==> src/hw/rampg_defs.svh <==
// constants of the ramp generator: field positions, reset values, counts
// assumes register contents arrive as plain ports, system clock I_MCLK
//
// Behaviour
// - 32-bit accumulator stepped by DDS-rate interval timer
// - add rising step, subtract falling step
// - phase/amplitude take top 16/14 bits
// - enable rising at update reloads the timer
// - direction input change reloads the timer
// - reload-on-update bit lets strobe reload timer
// - output stays within limits while enabled
// - cleared accumulator means output at lower limit
// - normal ramp only with no-dwell bits clear
// - enable/clear/autoclear act only after update strobe
// - enable with direction low starts at lower
// - hold at upper until clear, down, raise
// - hold at lower until up or lowered
// - freeze input stalls accumulator, then resumes
// - clear bit holds lower until strobed off
// - autoclear holds reset one DDS cycle
// - direction selects falling or rising parameters
// - destination code routes output MSB-aligned
// - disabled ramp ignores inputs, timer stopped
// - limit status high at either limit while enabled
`ifndef RAMPG_DEFS_SVH
`define RAMPG_DEFS_SVH
`define RAMPG_RISE_IV_LSB 16
`define RAMPG_FALL_IV_LSB 0
`define RAMPG_RISE_STEP_LSB 0
`define RAMPG_FALL_STEP_LSB 32
`define RAMPG_LOWER_LSB 0
`define RAMPG_UPPER_LSB 32
`define RAMPG_PH_LSB 16
`define RAMPG_AMP_LSB 18
`define RAMPG_PRE_LAST 2'h3
`define RAMPG_PRE_RST 2'h0
`define RAMPG_ACC_RST 32'h0
`define RAMPG_IV_MIN 16'h0001
`endif

==> src/hw/rampg_pkg.sv <==
// types shared by the ramp generator modules
// assumes rampg_defs.svh for all numeric constants
`default_nettype none
package rampg_pkg;
  typedef enum logic [1:0] {
    RAMPG_FREQ = 2'h0,
    RAMPG_PHASE = 2'h1,
    RAMPG_AMPL = 2'h2,
    RAMPG_AMPL_X = 2'h3
  } rampg_dest_e;
  // gray along idle, run, clear, autoclear
  typedef enum logic [1:0] {
    M_IDLE = 2'h0,
    M_RUN = 2'h1,
    M_CLR = 2'h3,
    M_ACLR = 2'h2
  } rampg_mode_e;
  typedef struct packed {
    logic [2:0] dir_sy;
    logic [2:0] frz_sy;
    logic dir;
    logic frz;
    logic en;
    logic clr;
    rampg_mode_e mode;
    logic [31:0] acc;
    logic [31:0] freq;
    logic [15:0] ph;
    logic [13:0] amp;
    logic lim;
  } rampg_top_s;
  typedef struct packed {
    logic [1:0] pre;
    logic [15:0] cnt;
    logic exp;
  } rampg_tmr_s;
endpackage : rampg_pkg
`default_nettype wire

==> src/hw/rampg_tmr_if.sv <==
// carrier between ramp control and its interval timer
// assumes one clock domain
`timescale 1ns/100ps
`default_nettype none
interface rampg_tmr_if #(parameter int IW = 16);
  logic reload;
  logic run;
  logic [IW-1:0] interval;
  logic tick;
  logic expire;
  modport ctl(output reload, output run, output interval, input tick, input expire);
  modport tmr(input reload, input run, input interval, output tick, output expire);
endinterface : rampg_tmr_if
`default_nettype wire

==> src/hw/rampg_timer.sv <==
// step interval timer: DDS-rate prescaler and down counter
// assumes I_MCLK is the system clock, DDS clock a quarter of it
`timescale 1ns/100ps
`default_nettype none
`include "rampg_defs.svh"
module rampg_timer #(parameter int IW = 16) (
  input wire logic I_MCLK,
  input wire logic I_RESETN,
  rampg_tmr_if.tmr tif
);
  import rampg_pkg::*;
  rampg_tmr_s q;
  rampg_tmr_s n;
  logic [IW-1:0] iv;
  // zero interval taken as one, avoids a dead timer
  assign iv = (tif.interval == '0) ? IW'(`RAMPG_IV_MIN) : tif.interval;
  assign tif.tick = (q.pre == `RAMPG_PRE_LAST);
  assign tif.expire = q.exp;
  always_comb begin
    n = q;
    n.exp = 1'b0;
    n.pre = q.pre + 2'h1;
    if (tif.reload) begin
      n.pre = `RAMPG_PRE_RST;
      n.cnt = iv;
    end else if (tif.run && tif.tick) begin
      if (q.cnt <= 16'h0001) begin
        n.cnt = iv;
        n.exp = 1'b1;
      end else begin
        n.cnt = q.cnt - 16'h0001;
      end
    end
  end
  always_ff @(posedge I_MCLK or negedge I_RESETN) begin
    if (!I_RESETN) begin
      q <= '0;
    end else begin
      q <= n;
    end
  end
endmodule : rampg_timer
`default_nettype wire

==> src/hw/rampg_top.sv <==
// digital ramp generator: accumulator, limits, control strobe, routing
// assumes register contents as ports, pins asynchronous to I_MCLK
`timescale 1ns/100ps
`default_nettype none
`include "rampg_defs.svh"
module rampg_top (
  input wire logic I_MCLK,
  input wire logic I_RESETN,
  input wire logic [31:0] I_RAMP_INTERVAL,
  input wire logic [63:0] I_RAMP_STEP_SIZES,
  input wire logic [63:0] I_RAMP_LIMITS,
  input wire rampg_pkg::rampg_dest_e I_DEST,
  input wire logic [1:0] I_NO_DWELL,
  input wire logic I_ENABLE,
  input wire logic I_CLEAR,
  input wire logic I_AUTOCLEAR,
  input wire logic I_RELOAD_ON_UPDATE,
  input wire logic I_IO_UPDATE,
  input wire logic I_SLOPE_DIRECTION_IN,
  input wire logic I_RAMP_FREEZE_IN,
  output logic [31:0] O_RAMP_OUT,
  output logic [31:0] O_FREQ_WORD,
  output logic [15:0] O_PHASE_WORD,
  output logic [13:0] O_AMPL_WORD,
  output logic O_LIMIT_STATUS_OUT
);
  import rampg_pkg::*;

  rampg_top_s q;
  rampg_top_s n;
  rampg_tmr_if #(.IW(16)) tif ();

  logic [31:0] up;
  logic [31:0] lo;
  logic [31:0] rise;
  logic [31:0] fall;
  logic [15:0] iv_rise;
  logic [15:0] iv_fall;
  logic normal;
  logic reload;
  logic en_rise;
  logic [32:0] sum;
  logic [32:0] diff;

  assign up = I_RAMP_LIMITS[`RAMPG_UPPER_LSB +: 32];
  assign lo = I_RAMP_LIMITS[`RAMPG_LOWER_LSB +: 32];
  assign rise = I_RAMP_STEP_SIZES[`RAMPG_RISE_STEP_LSB +: 32];
  assign fall = I_RAMP_STEP_SIZES[`RAMPG_FALL_STEP_LSB +: 32];
  assign iv_rise = I_RAMP_INTERVAL[`RAMPG_RISE_IV_LSB +: 16];
  assign iv_fall = I_RAMP_INTERVAL[`RAMPG_FALL_IV_LSB +: 16];
  assign normal = (I_NO_DWELL == 2'h0);
  assign en_rise = I_IO_UPDATE && I_ENABLE && !q.en;

  // timer control; interval follows the settled direction
  assign tif.interval = n.dir ? iv_rise : iv_fall;
  assign tif.reload = reload;
  // stopped while idle, frozen, clearing or outside normal mode
  assign tif.run = (q.mode == M_RUN) && !q.frz && normal;

  rampg_timer #(.IW(16)) u_timer (
    .I_MCLK(I_MCLK),
    .I_RESETN(I_RESETN),
    .tif(tif)
  );

  always_comb begin
    sum = {1'b0, q.acc} + {1'b0, rise};
    diff = {1'b0, q.acc} - {1'b0, fall};
  end

  always_comb begin
    n = q;
    // three-stage pin synchronisers; change taken once stages 2 and 3 agree
    n.dir_sy = {q.dir_sy[1:0], I_SLOPE_DIRECTION_IN};
    n.frz_sy = {q.frz_sy[1:0], I_RAMP_FREEZE_IN};
    if (q.dir_sy[1] == q.dir_sy[2]) begin
      n.dir = q.dir_sy[2];
    end
    if (q.frz_sy[1] == q.frz_sy[2]) begin
      n.frz = q.frz_sy[2];
    end
    // control bits only move at the strobe
    if (I_IO_UPDATE) begin
      n.en = I_ENABLE;
      n.clr = I_CLEAR;
    end
    reload = (n.dir != q.dir)
      || en_rise
      || (I_IO_UPDATE && I_RELOAD_ON_UPDATE)
      || (I_IO_UPDATE && I_AUTOCLEAR && I_ENABLE);
    // mode selection
    if (!n.en) begin
      n.mode = M_IDLE;
    end else if (n.clr) begin
      n.mode = M_CLR;
    end else if (I_IO_UPDATE && I_AUTOCLEAR) begin
      n.mode = M_ACLR;
    end else if (q.mode == M_ACLR && !tif.tick) begin
      n.mode = M_ACLR;
    end else begin
      n.mode = M_RUN;
    end
    // accumulator
    case (n.mode)
      M_IDLE: begin
        n.acc = q.acc;
      end
      M_CLR, M_ACLR: begin
        n.acc = lo;
      end
      M_RUN: begin
        if (q.mode == M_IDLE && !n.dir) begin
          n.acc = lo;
        end else if (tif.expire && normal && !q.frz) begin
          if (q.dir) begin
            n.acc = (sum > {1'b0, up}) ? up : sum[31:0];
          end else if (diff[32] || diff[31:0] < lo) begin
            n.acc = lo;
          end else begin
            n.acc = diff[31:0];
          end
        end
        // live limits: a raised or lowered limit lets the slope resume
        if (n.acc > up) begin
          n.acc = up;
        end
        if (n.acc < lo) begin
          n.acc = lo;
        end
      end
      default: begin
        n.acc = q.acc;
      end
    endcase
    // MSB-aligned routing, truncation of unused low bits
    n.freq = (I_DEST == RAMPG_FREQ) ? n.acc : 32'h0;
    n.ph = (I_DEST == RAMPG_PHASE) ? n.acc[`RAMPG_PH_LSB +: 16] : 16'h0;
    n.amp = I_DEST[1] ? n.acc[`RAMPG_AMP_LSB +: 14] : 14'h0;
    n.lim = n.en && ((n.acc == up) || (n.acc == lo));
  end

  always_ff @(posedge I_MCLK or negedge I_RESETN) begin
    if (!I_RESETN) begin
      q <= '0;
    end else begin
      q <= n;
    end
  end

  assign O_RAMP_OUT = q.acc;
  assign O_FREQ_WORD = q.freq;
  assign O_PHASE_WORD = q.ph;
  assign O_AMPL_WORD = q.amp;
  assign O_LIMIT_STATUS_OUT = q.lim;
endmodule : rampg_top
`default_nettype wire

==> config.mk <==
export PLATFORM = sky130hd
export DESIGN_NAME = rampg_top
export DESIGN_NICKNAME = d
export VERILOG_FILES = /design/src/hw/rampg_pkg.sv /design/src/hw/rampg_tmr_if.sv /design/src/hw/rampg_timer.sv /design/src/hw/rampg_top.sv
export VERILOG_INCLUDE_DIRS = /design/src /design/src/hw
export SDC_FILE = /design/constraint.sdc
export NUM_CORES = 1
export LEC_CHECK = 0
export BUFFER_PORTS_ARGS = -buffer_cell sky130_fd_sc_hd__buf_2
export CAP_MARGIN = 15
export CORE_MARGIN = 5
export CORE_UTILIZATION = 30
export CTS_CLUSTER_SIZE = 30
export DETAILED_ROUTE_END_ITERATION = 6
export GPL_TIMING_DRIVEN = 0
export HOLD_SLACK_MARGIN = 0.1
export SYNTH_ARGS = -nofsm -noshare
export SYNTH_HDL_FRONTEND = slang
export SYNTH_SLANG_ARGS = --single-unit
==> constraint.sdc <==
create_clock -name I_MCLK -period 13.6 [get_ports I_MCLK]
set_input_delay 0.68 -clock I_MCLK [delete_from_list [all_inputs] [get_ports I_MCLK]]
set_output_delay 0.68 -clock I_MCLK [all_outputs]
set_load 0.02 [all_outputs]
* Word level (Yosys, flattened, before mapping)
Cells that the tools add are included.
** Storage, ports and cells
- Register bits :: 126
- Bits in latches :: 0
- Bits in writable memories :: 0
- ROM bits :: 0
- Bits of input ports :: 173
- Output and inout bits :: 95
- Word-level logic and storage cells :: 92
- Memories kept :: 0
** Cells by class
- Add/sub/neg operators :: 4
- Multipliers :: 0
- Div/mod/pow operators :: 0
- Magnitude comparators :: 5
- Equal/unequal tests :: 12
- Shift operators :: 0
- Muxes and demuxes :: 27
- Bitwise gates (word level) :: 0
- Reduce and logical (&&, ||, !) cells :: 29
** Operator list (count)
- $mux W32 :: 10
- $pmux W32 S3 :: 1
- $mux W16 :: 5
- $eq A32 B32 Y1 :: 2
- $lt A32 B32 Y1 :: 2
- $add A32 B32 Y33 :: 1
- $gt A33 B32 Y1 :: 1
- $sub A32 B32 Y33 :: 1
- $gt A32 B32 Y1 :: 1
- $mux W17 :: 1
- $le A16 B1 Y1 const B :: 1
- $logic_not A16 Y1 :: 1
- $sub A16 B1 Y16 const B :: 1
- $mux W14 :: 1
- $logic_and A1 B1 Y1 :: 13
- $mux W2 :: 6
- $eq A2 B2 Y1 const B :: 4
- $logic_not A2 Y1 :: 4
- $eq A2 B1 Y1 const B :: 3
- $logic_or A1 B1 Y1 :: 5
- $logic_not A1 Y1 :: 4
- $mux W1 :: 3
- $add A2 B1 Y2 const B :: 1
- $eq A1 B1 Y1 :: 2
- 3 further kinds :: 3

* Logic depth before layout (Yosys ltp)
Gate-level depths: netlist (run 1).
- Depth after elaboration :: 18
- Gate-level depth with buffers :: 53
- Gate-level depth less buffers :: 47

* By module
Synthesis (run 1) repeated with hierarchy kept, for this count alone.
** Unflattened totals
- Cells, all modules :: 2229
- Area, all modules :: 17087.6 µm²
** Modules (own cells, without submodules)
- rampg_top :: times used 1, cells each 2093, area each 15852.7 µm², sequential area each 2677.6 µm²
- rampg_timer :: times used 1, cells each 136, area each 1234.9 µm², sequential area each 475.5 µm²

* Worst setup path before layout (run 1)
Ideal clock, no wire load.
- Kind :: input to register
- From :: in I_RAMP_STEP_SIZES[10]
- To :: reg q, in the netlist O_LIMIT_STATUS_OUT
- Setup time :: 0.087 ns
- Arrival :: 10.580 ns
- Data required time :: 13.513 ns
- Slack :: 2.933 ns
- Cell stages on the path :: 49
- Buffers on the path :: 8
- Cells stage by stage :: ha_1 -> and4_1 -> and3_1 -> a2111oi_2 -> a21oi_1 -> o211ai_1 -> nand2_1 -> o41ai_1 -> xnor2_1 -> ha_1 -> nand4_1 -> nor4_1 -> nand2_1 -> o32a_1 -> nor2_1 -> buf_2 -> buf_1 -> nand2_1 -> [13 not listed] -> clkbuf_1 -> nand2_1 -> o21ai_0 -> ha_1 -> a21o_1 -> a21o_1 -> a221oi_1 -> a21oi_1 -> o211ai_1 -> o21a_1 -> o41a_1 -> buf_6 -> nor4_1 -> a2111oi_4 -> o2111ai_1 -> nor4_1 -> nand3_1 -> o211ai_1
** RTL lines
- start: declaration :: line rampg_top.sv:10 : input wire logic [63:0] I_RAMP_STEP_SIZES,
- end signal: assignment :: line rampg_top.sv:146 : q <= n;
- end: declaration :: line rampg_top.sv:29 : rampg_top_s q;

==> flow_summary.json, run 1 <==
{
  "slew_viol_final": 0,
  "multi_input_area_um2": 12150,
  "fin_skew_ns": 0.01670,
  "synth-seq-cells": 126,
  "synth_area_leaders": "dfrtp_1 19%, ha_1 14%, a21oi_1 5.5%",
  "syn-num-nets": 2576,
  "hold_viol": 0,
  "dieWidth_um": 247.1,
  "clk_latency_ns": 0.44,
  "synth_top_area_share_pct": 18.69,
  "core_area_um2": 56060,
  "grt_usage_pct": 29.23,
  "async_flop_share_pct": 100.0,
  "start_kind": "flip-flop",
  "num_rows": 87,
  "pwr-share-comb_pct": 71.2,
  "synthCells": 2208,
  "cpPeakStageDelay_ns": 0.55,
  "synth_warnings": 0,
  "irDropWorstVdd_mv": 0.08460,
  "viasPerCell": 5.953,
  "seq_area_um2": 3161,
  "r2r_start": "O_RAMP_OUT[0]",
  "synth.distinct_cells": 98,
  "worst-setup-path-type": "reg2reg",
  "start_util_pct": 30.09,
  "overflow": 0,
  "p_clk_share_pct": 12.7,
  "synthFlopType": "dfrtp_1",
  "p_leak_nw": 9.468,
  "slew_headroom_pct": 22.73,
  "worstPathRequired_ns": 13.92,
  "nets": 2858,
  "layout_min_cycle_time_ns": 13.47,
  "cts_tree": "done",
  "drtPass1Iterations": 6,
  "drtAntennaViolNets": 0,
  "clockBufferDepth": 2,
  "power.total_mw": 3.587,
  "cts.clk_slew.worst_paths_ns": 0.06,
  "tightest_slew_ns": 1.155,
  "cts-root-buf": "clkbuf_16",
  "syn_area_um2": 16870,
  "critPathMaxFanout": 10,
  "p_switching_mw": 2.011,
  "die_h_um": 247.1,
  "ios": 268,
  "clock-sinks": 126,
  "antenna_found_initial": 1,
  "syn_to_final_growth_pct": 18.40,
  "p_sw_share_pct": 56.06,
  "cts_buffers": 17,
  "maxCapViolations": 0,
  "fmax_mhz": 74.22,
  "io_buffers": 256,
  "die_area_um2": 61080,
  "grt_pass1_wl_um": 129800,
  "cts.htree.levels": 4,
  "power.internal_mw": 1.576,
  "gp_congestion": 1.071,
  "fill_cells": 6008,
  "setup_viol": 0,
  "r2r-end": "O_LIMIT_STATUS_OUT",
  "critPathMostFrequentCell": "a211oi_1",
  "r2r_cells": 48,
  "slowest_stage": "dfrtp_1",
  "grt_pass1_vias": 18480,
  "hp-class": "in2async",
  "route.detailed.drc": 0,
  "drt_iter0_markers": 2467,
  "seq_power_share_pct": 16.2,
  "avgSynthCellArea_um2": 7.641,
  "layout-drive-gt1-share_pct": 20.26,
  "seq_area_frac_synth_pct": 18.69,
  "ctsHoldBuffers": 0,
  "synth.largest_area_cell": "dfrtp_1",
  "cp_data_arrival_time_ns": 13.80,
  "power.density_nw_per_um2": 179.6,
  "wire_per_inst_um": 28.54,
  "synth-edff-count": 0,
  "cp-end-kind": "flip-flop",
  "num_vias": 19410,
  "dp_hpwl_um": 76680,
  "reg2reg_slack_ns": 0.13,
  "final_core_util_pct": 35.63,
  "wl_um": 93030,
  "period_share_pct": 99.07,
  "grt_max_degree": 84,
  "run_status": "complete, no violations",
  "rsz0062_at_grt": "no"
}
[cells in the mapped netlist, types with 19 or more instances]
master    instances
a211oi_1         59
a21o_1           35
a21oi_1         187
a31oi_1          24
and3_1           27
buf_4            96
clkbuf_1         56
dfrtp_1         126
ha_1            193
inv_1           151
mux2i_1          36
nand2_1         195
nand3_1          56
nand4_1          36
nor2_1          184
nor2b_1          21
nor3_1           47
nor4_1           36
o211ai_1         41
o21a_1           19
o21ai_0         132
o31ai_1          19
xnor2_1          58
xor2_1           47
[metal layers]
| layer | wire [µm] | up-vias | share of wire [%] | track usage, % |
|---|---|---|---|---|
| li1 | - | 8668 | - | - |
| met1 | 39250 | 9397 | 42 | 40.10 |
| met2 | 39870 | 1127 | 43 | 44.62 |
| met3 | 8706 | 214 | 9.4 | 5.361 |
| met4 | 5146 | 2 | 5.5 | 13.16 |
| met5 | 58 | - | 0.062 | 0.8170 |
[worst max-delay path by stage]
stage,slack (ns),startpoint,cells after the start,to
final,0.13,O_RAMP_OUT[0],48,O_LIMIT_STATUS_OUT
after global routing,0.04,O_RAMP_OUT[9],49,O_LIMIT_STATUS_OUT
after CTS,0.02,O_RAMP_OUT[6],47,O_LIMIT_STATUS_OUT
after detailed placement,-2.76,I_RAMP_STEP_SIZES[38],47,O_PHASE_WORD[3]
after global placement,-3.07,I_RAMP_STEP_SIZES[38],48,O_FREQ_WORD[16]
after floorplan,2.93,I_RAMP_STEP_SIZES[10],49,O_LIMIT_STATUS_OUT
[sequential cells by signal, indices dropped and copies added (netlist names)]
register and flops:
O_FREQ_WORD 32, O_RAMP_OUT 32, u_timer.q 18, O_PHASE_WORD 16, O_AMPL_WORD 14, q 8, n 4, O_LIMIT_STATUS_OUT 1
u_timer.tif.expire 1
[logic make-up (layout without fill, tap and decap cells)]
| logic type | after synthesis | count (layout) | synth area share, % |
|---|---|---|---|
| buffers and inverters | 340 | 635 | 10.35 |
| multiplexers | 48 | 48 | 2.937 |
| AO/OA/AOI/OAI | 700 | 700 | 28.12 |
| XOR/XNOR | 105 | 105 | 5.451 |
| other | 0 | 1 | 0 |
| adder cells (fa/ha/maj) | 196 | 196 | 14.61 |
| AND/OR/NAND/NOR | 693 | 693 | 19.85 |
| flip-flops | 126 | 126 | 18.69 |
[cell type report]
type                    count  area share [%]
flip-flops and latches    126           15.82
clock buffers              17           2.130
diodes                      1         0.01253
multi-input cells        1742           60.83
inverters                 155           2.913
plain buffers             184           5.951
repair buffers            264           6.834
well taps                 756           4.735
clock inverters            15          0.7704
[critical path, delay by kind of cell, from the launching register on]
kind / cells / cell delay (ns)
buf+inv: 7 / 1.71
compound gates: 26 / 6.51
simple gates: 10 / 3.03
flops: 1 / 0.55
fa+ha+maj: 5 / 1.52
[layout by cell type, fill, tap and decap left out, drive strengths merged, types with 47 or more instances in the layout]
master | netlist | routed
a21oi | 188 | 188
clkbuf | 57 | 74
nor3 | 50 | 50
nor2 | 186 | 186
inv | 152 | 159
nand2 | 195 | 195
ha | 193 | 193
buf | 127 | 390
o21ai | 136 | 136
xnor2 | 58 | 58
dfrtp | 126 | 126
a211oi | 61 | 61
xor2 | 47 | 47
nand3 | 56 | 56
[power groups by stage]
| stage | combinational, mW | clock (mW) | sequential [mW] |
|---|---|---|---|
| final | 2.55 | 0.454 | 0.580 |
| after global routing | 2.72 | 0.482 | 0.580 |
| after global placement | 2.36 | 0 | 0.583 |
| after floorplan | 1.59 | 0 | 0.492 |
| after CTS | 2.43 | 0.467 | 0.576 |
| after detailed placement | 2.39 | 0 | 0.582 |
[through the flow]
| stage | cell area, µm² | hold slack [ns] | setup WS, ns | cells | TNS, ns |
|---|---|---|---|---|---|
| 6_report | 19980 | 0.1723 | 0.1268 | 3260 | 0 |
| 5_1_grt | 19970 | 0.1946 | 0.03659 | 3259 | 0 |
| 4_1_cts | 19840 | 0.1667 | 0.01993 | 3257 | 0 |
| 3_5_place_dp | 19140 | 0.3420 | -2.760 | 3222 | -220.53 |
| 3_3_place_gp | 19100 | 0.3321 | -3.070 | 3220 | -248.87 |
| 2_1_floorplan | 16870 | 0.3312 | 2.933 | 2208 | 0 |
[what timing repair did]
action                                  CTS  global route
buffers inserted                          3             3
endpoints found under the setup margin   95            95
pin swaps                                 2             4
resized for setup                        27            39
endpoints found under the hold margin     0             0
Note: power is estimated with default switching activity, not from simulation.
==> run 2: changes to the inputs <==
--- a/config.mk
+++ b/config.mk
@@ -14,6 +14,7 @@
 export DETAILED_ROUTE_END_ITERATION = 6
 export GPL_TIMING_DRIVEN = 0
 export HOLD_SLACK_MARGIN = 0.1
+export PLACE_DENSITY = 0.57
 export SYNTH_ARGS = -nofsm -noshare
 export SYNTH_HDL_FRONTEND = slang
 export SYNTH_SLANG_ARGS = --single-unit
==> flow_summary.json, run 2 (same netlist as run 1, synthesis figures left out) <==
{
  "run_status": "finished with violations",
  "violations": "design-rule violations",
  "cts_tree": "done",
  "power.total_mw": 3.581,
  "final_core_util_pct": 35.72,
  "fin_tns_setup_ns": 0,
  "cts.htree.levels": 4,
  "wire_per_inst_um": 28.22,
  "overflow": 0,
  "clock-sinks": 126,
  "cts_buffers": 17,
  "mostFrequentLayoutCells": "269 x buf_2, 194 x nand2_1, 193 x ha_1",
  "fmax_mhz": 74.91,
  "final_common_cell": "buf_2",
  "start_util_pct": 30.09,
  "die_area_um2": 61080,
  "grt_pass1_wl_um": 129000,
  "worst-path-buf-inv": 12,
  "hold_viol": 0,
  "cts-root-buf": "clkbuf_16",
  "dp_hpwl_um": 76210,
  "post_dp_cell_area_um2": 19140,
  "nets": 2860,
  "grt_pass1_vias": 18390,
  "dieWidth_um": 247.1,
  "worst_hold_slack_ns": 0.1854,
  "hp-class": "in2async",
  "ctsHoldBuffers": 0,
  "p_switching_mw": 1.981,
  "drtAntennaViolNets": 0,
  "drt_iter0_markers": 2310,
  "cp-end-kind": "flip-flop",
  "worst-setup-path-type": "reg2reg",
  "worstPathRequired_ns": 13.91,
  "core_area_um2": 56060,
  "power.internal_mw": 1.600,
  "power.density_nw_per_um2": 178.8,
  "pre_cts_slack_ns": -2.488,
  "gp_congestion": 1.033,
  "ios": 268,
  "layout_min_cycle_time_ns": 13.35,
  "pwr-share-comb_pct": 70.8,
  "grt_usage_pct": 28.95,
  "instances_no_fill": 3264,
  "p_sw_share_pct": 55.32,
  "io_buffers": 256,
  "drtPass1Iterations": 7,
  "maxCapViolations": 0,
  "dp_cells": 3222,
  "slew_viol_final": 0,
  "antenna_found_initial": 5,
  "critPathMostFrequentCell": "a21oi_1",
  "p_clk_share_pct": 13.0,
  "layout-drive-gt1-share_pct": 20.52,
  "setup_viol": 0,
  "clk_latency_ns": 0.43,
  "clockBufferDepth": 2,
  "die_h_um": 247.1,
  "cts.clk_slew.worst_paths_ns": 0.06,
  "num_rows": 87,
  "cpPeakStageDelay_ns": 0.65,
  "final_area_um2": 20030,
  "start_kind": "flip-flop",
  "wl_um": 92110,
  "tightest_slew_ns": 1.135,
  "cpLargestDelayFamily": "compound AO/OA/AOI/OAI gates",
  "p_leak_nw": 9.497,
  "irDropWorstVdd_mv": 0.08657,
  "rsz0062_at_grt": "no",
  "cp_data_arrival_time_ns": 13.66,
  "period_share_pct": 98.15,
  "viasPerCell": 5.955,
  "route.detailed.drc": 3,
  "seq_power_share_pct": 16.3,
  "syn_to_final_growth_pct": 18.70,
  "slowest_stage": "or4_1",
  "num_vias": 19440,
  "slew_headroom_pct": 23.36,
  "setup_ws_ns": 0.2510,
  "fin_skew_ns": 0.01364,
  "critPathMaxFanout": 10,
  "grt_max_degree": 82
}
run 2: changes by cell type in the layout (fill, tap and decap cells not counted), sizes merged:
cell / delta
diode: +2
inv: -1
bufinv: +1
clkinv: -2
clkbuf: +2
buf: +1
clkinvlp: +1
run 2: per-layer routing:
layer	wire [µm]	vias to the layer above	GRT usage [%]
met2	39860	1099	44.42
met4	4438	0	12.26
met1	39580	9463	40.37
met5	0	-	0
met3	8223	196	4.529
li1	-	8679	-
run 2: worst paths after layout:
kind / from / end / slack [ns] / cells after the start
worst max-delay path: O_RAMP_OUT[6] / O_LIMIT_STATUS_OUT / 0.25 / 50
worst min-delay path: I_RESETN / q[99] / 0.19 / 1
worst max register to register: O_RAMP_OUT[6] / O_LIMIT_STATUS_OUT / 0.25 / 50
worst min register to register: n[105] / n[106] / 0.35 / 0
max in group asynchronous: I_RESETN / O_RAMP_OUT[20] / 12.63 / 2
min in group I_MCLK: n[105] / n[106] / 0.35 / 0
run 2: layout make-up:
class,count,area (µm²)
clock inverter,14,155.1
clock buffer,18,439.2
buffer,185,1194
inverter,155,581.8
multi-input combinational,1742,12170
sequential,126,3163
timing repair buffer,265,1373
antenna,3,7.507
tap,756,945.9
fill,5982,36030
run 2: power by group through the flow:
stage / Clock, mW / Sequential [mW] / Combinational [mW]
final: 0.464 / 0.583 / 2.53
after global routing: 0.490 / 0.582 / 2.71
after CTS: 0.475 / 0.577 / 2.41
after detailed placement: 0 / 0.582 / 2.37
after global placement: 0 / 0.583 / 2.33
after floorplan: 0 / 0.492 / 1.59
run 2: repair_timing:
item | in CTS | in global routing
buffers inserted | 4 | 3
endpoints found under the setup margin | 95 | 95
pin swaps | 2 | 1
gates resized for setup | 29 | 43
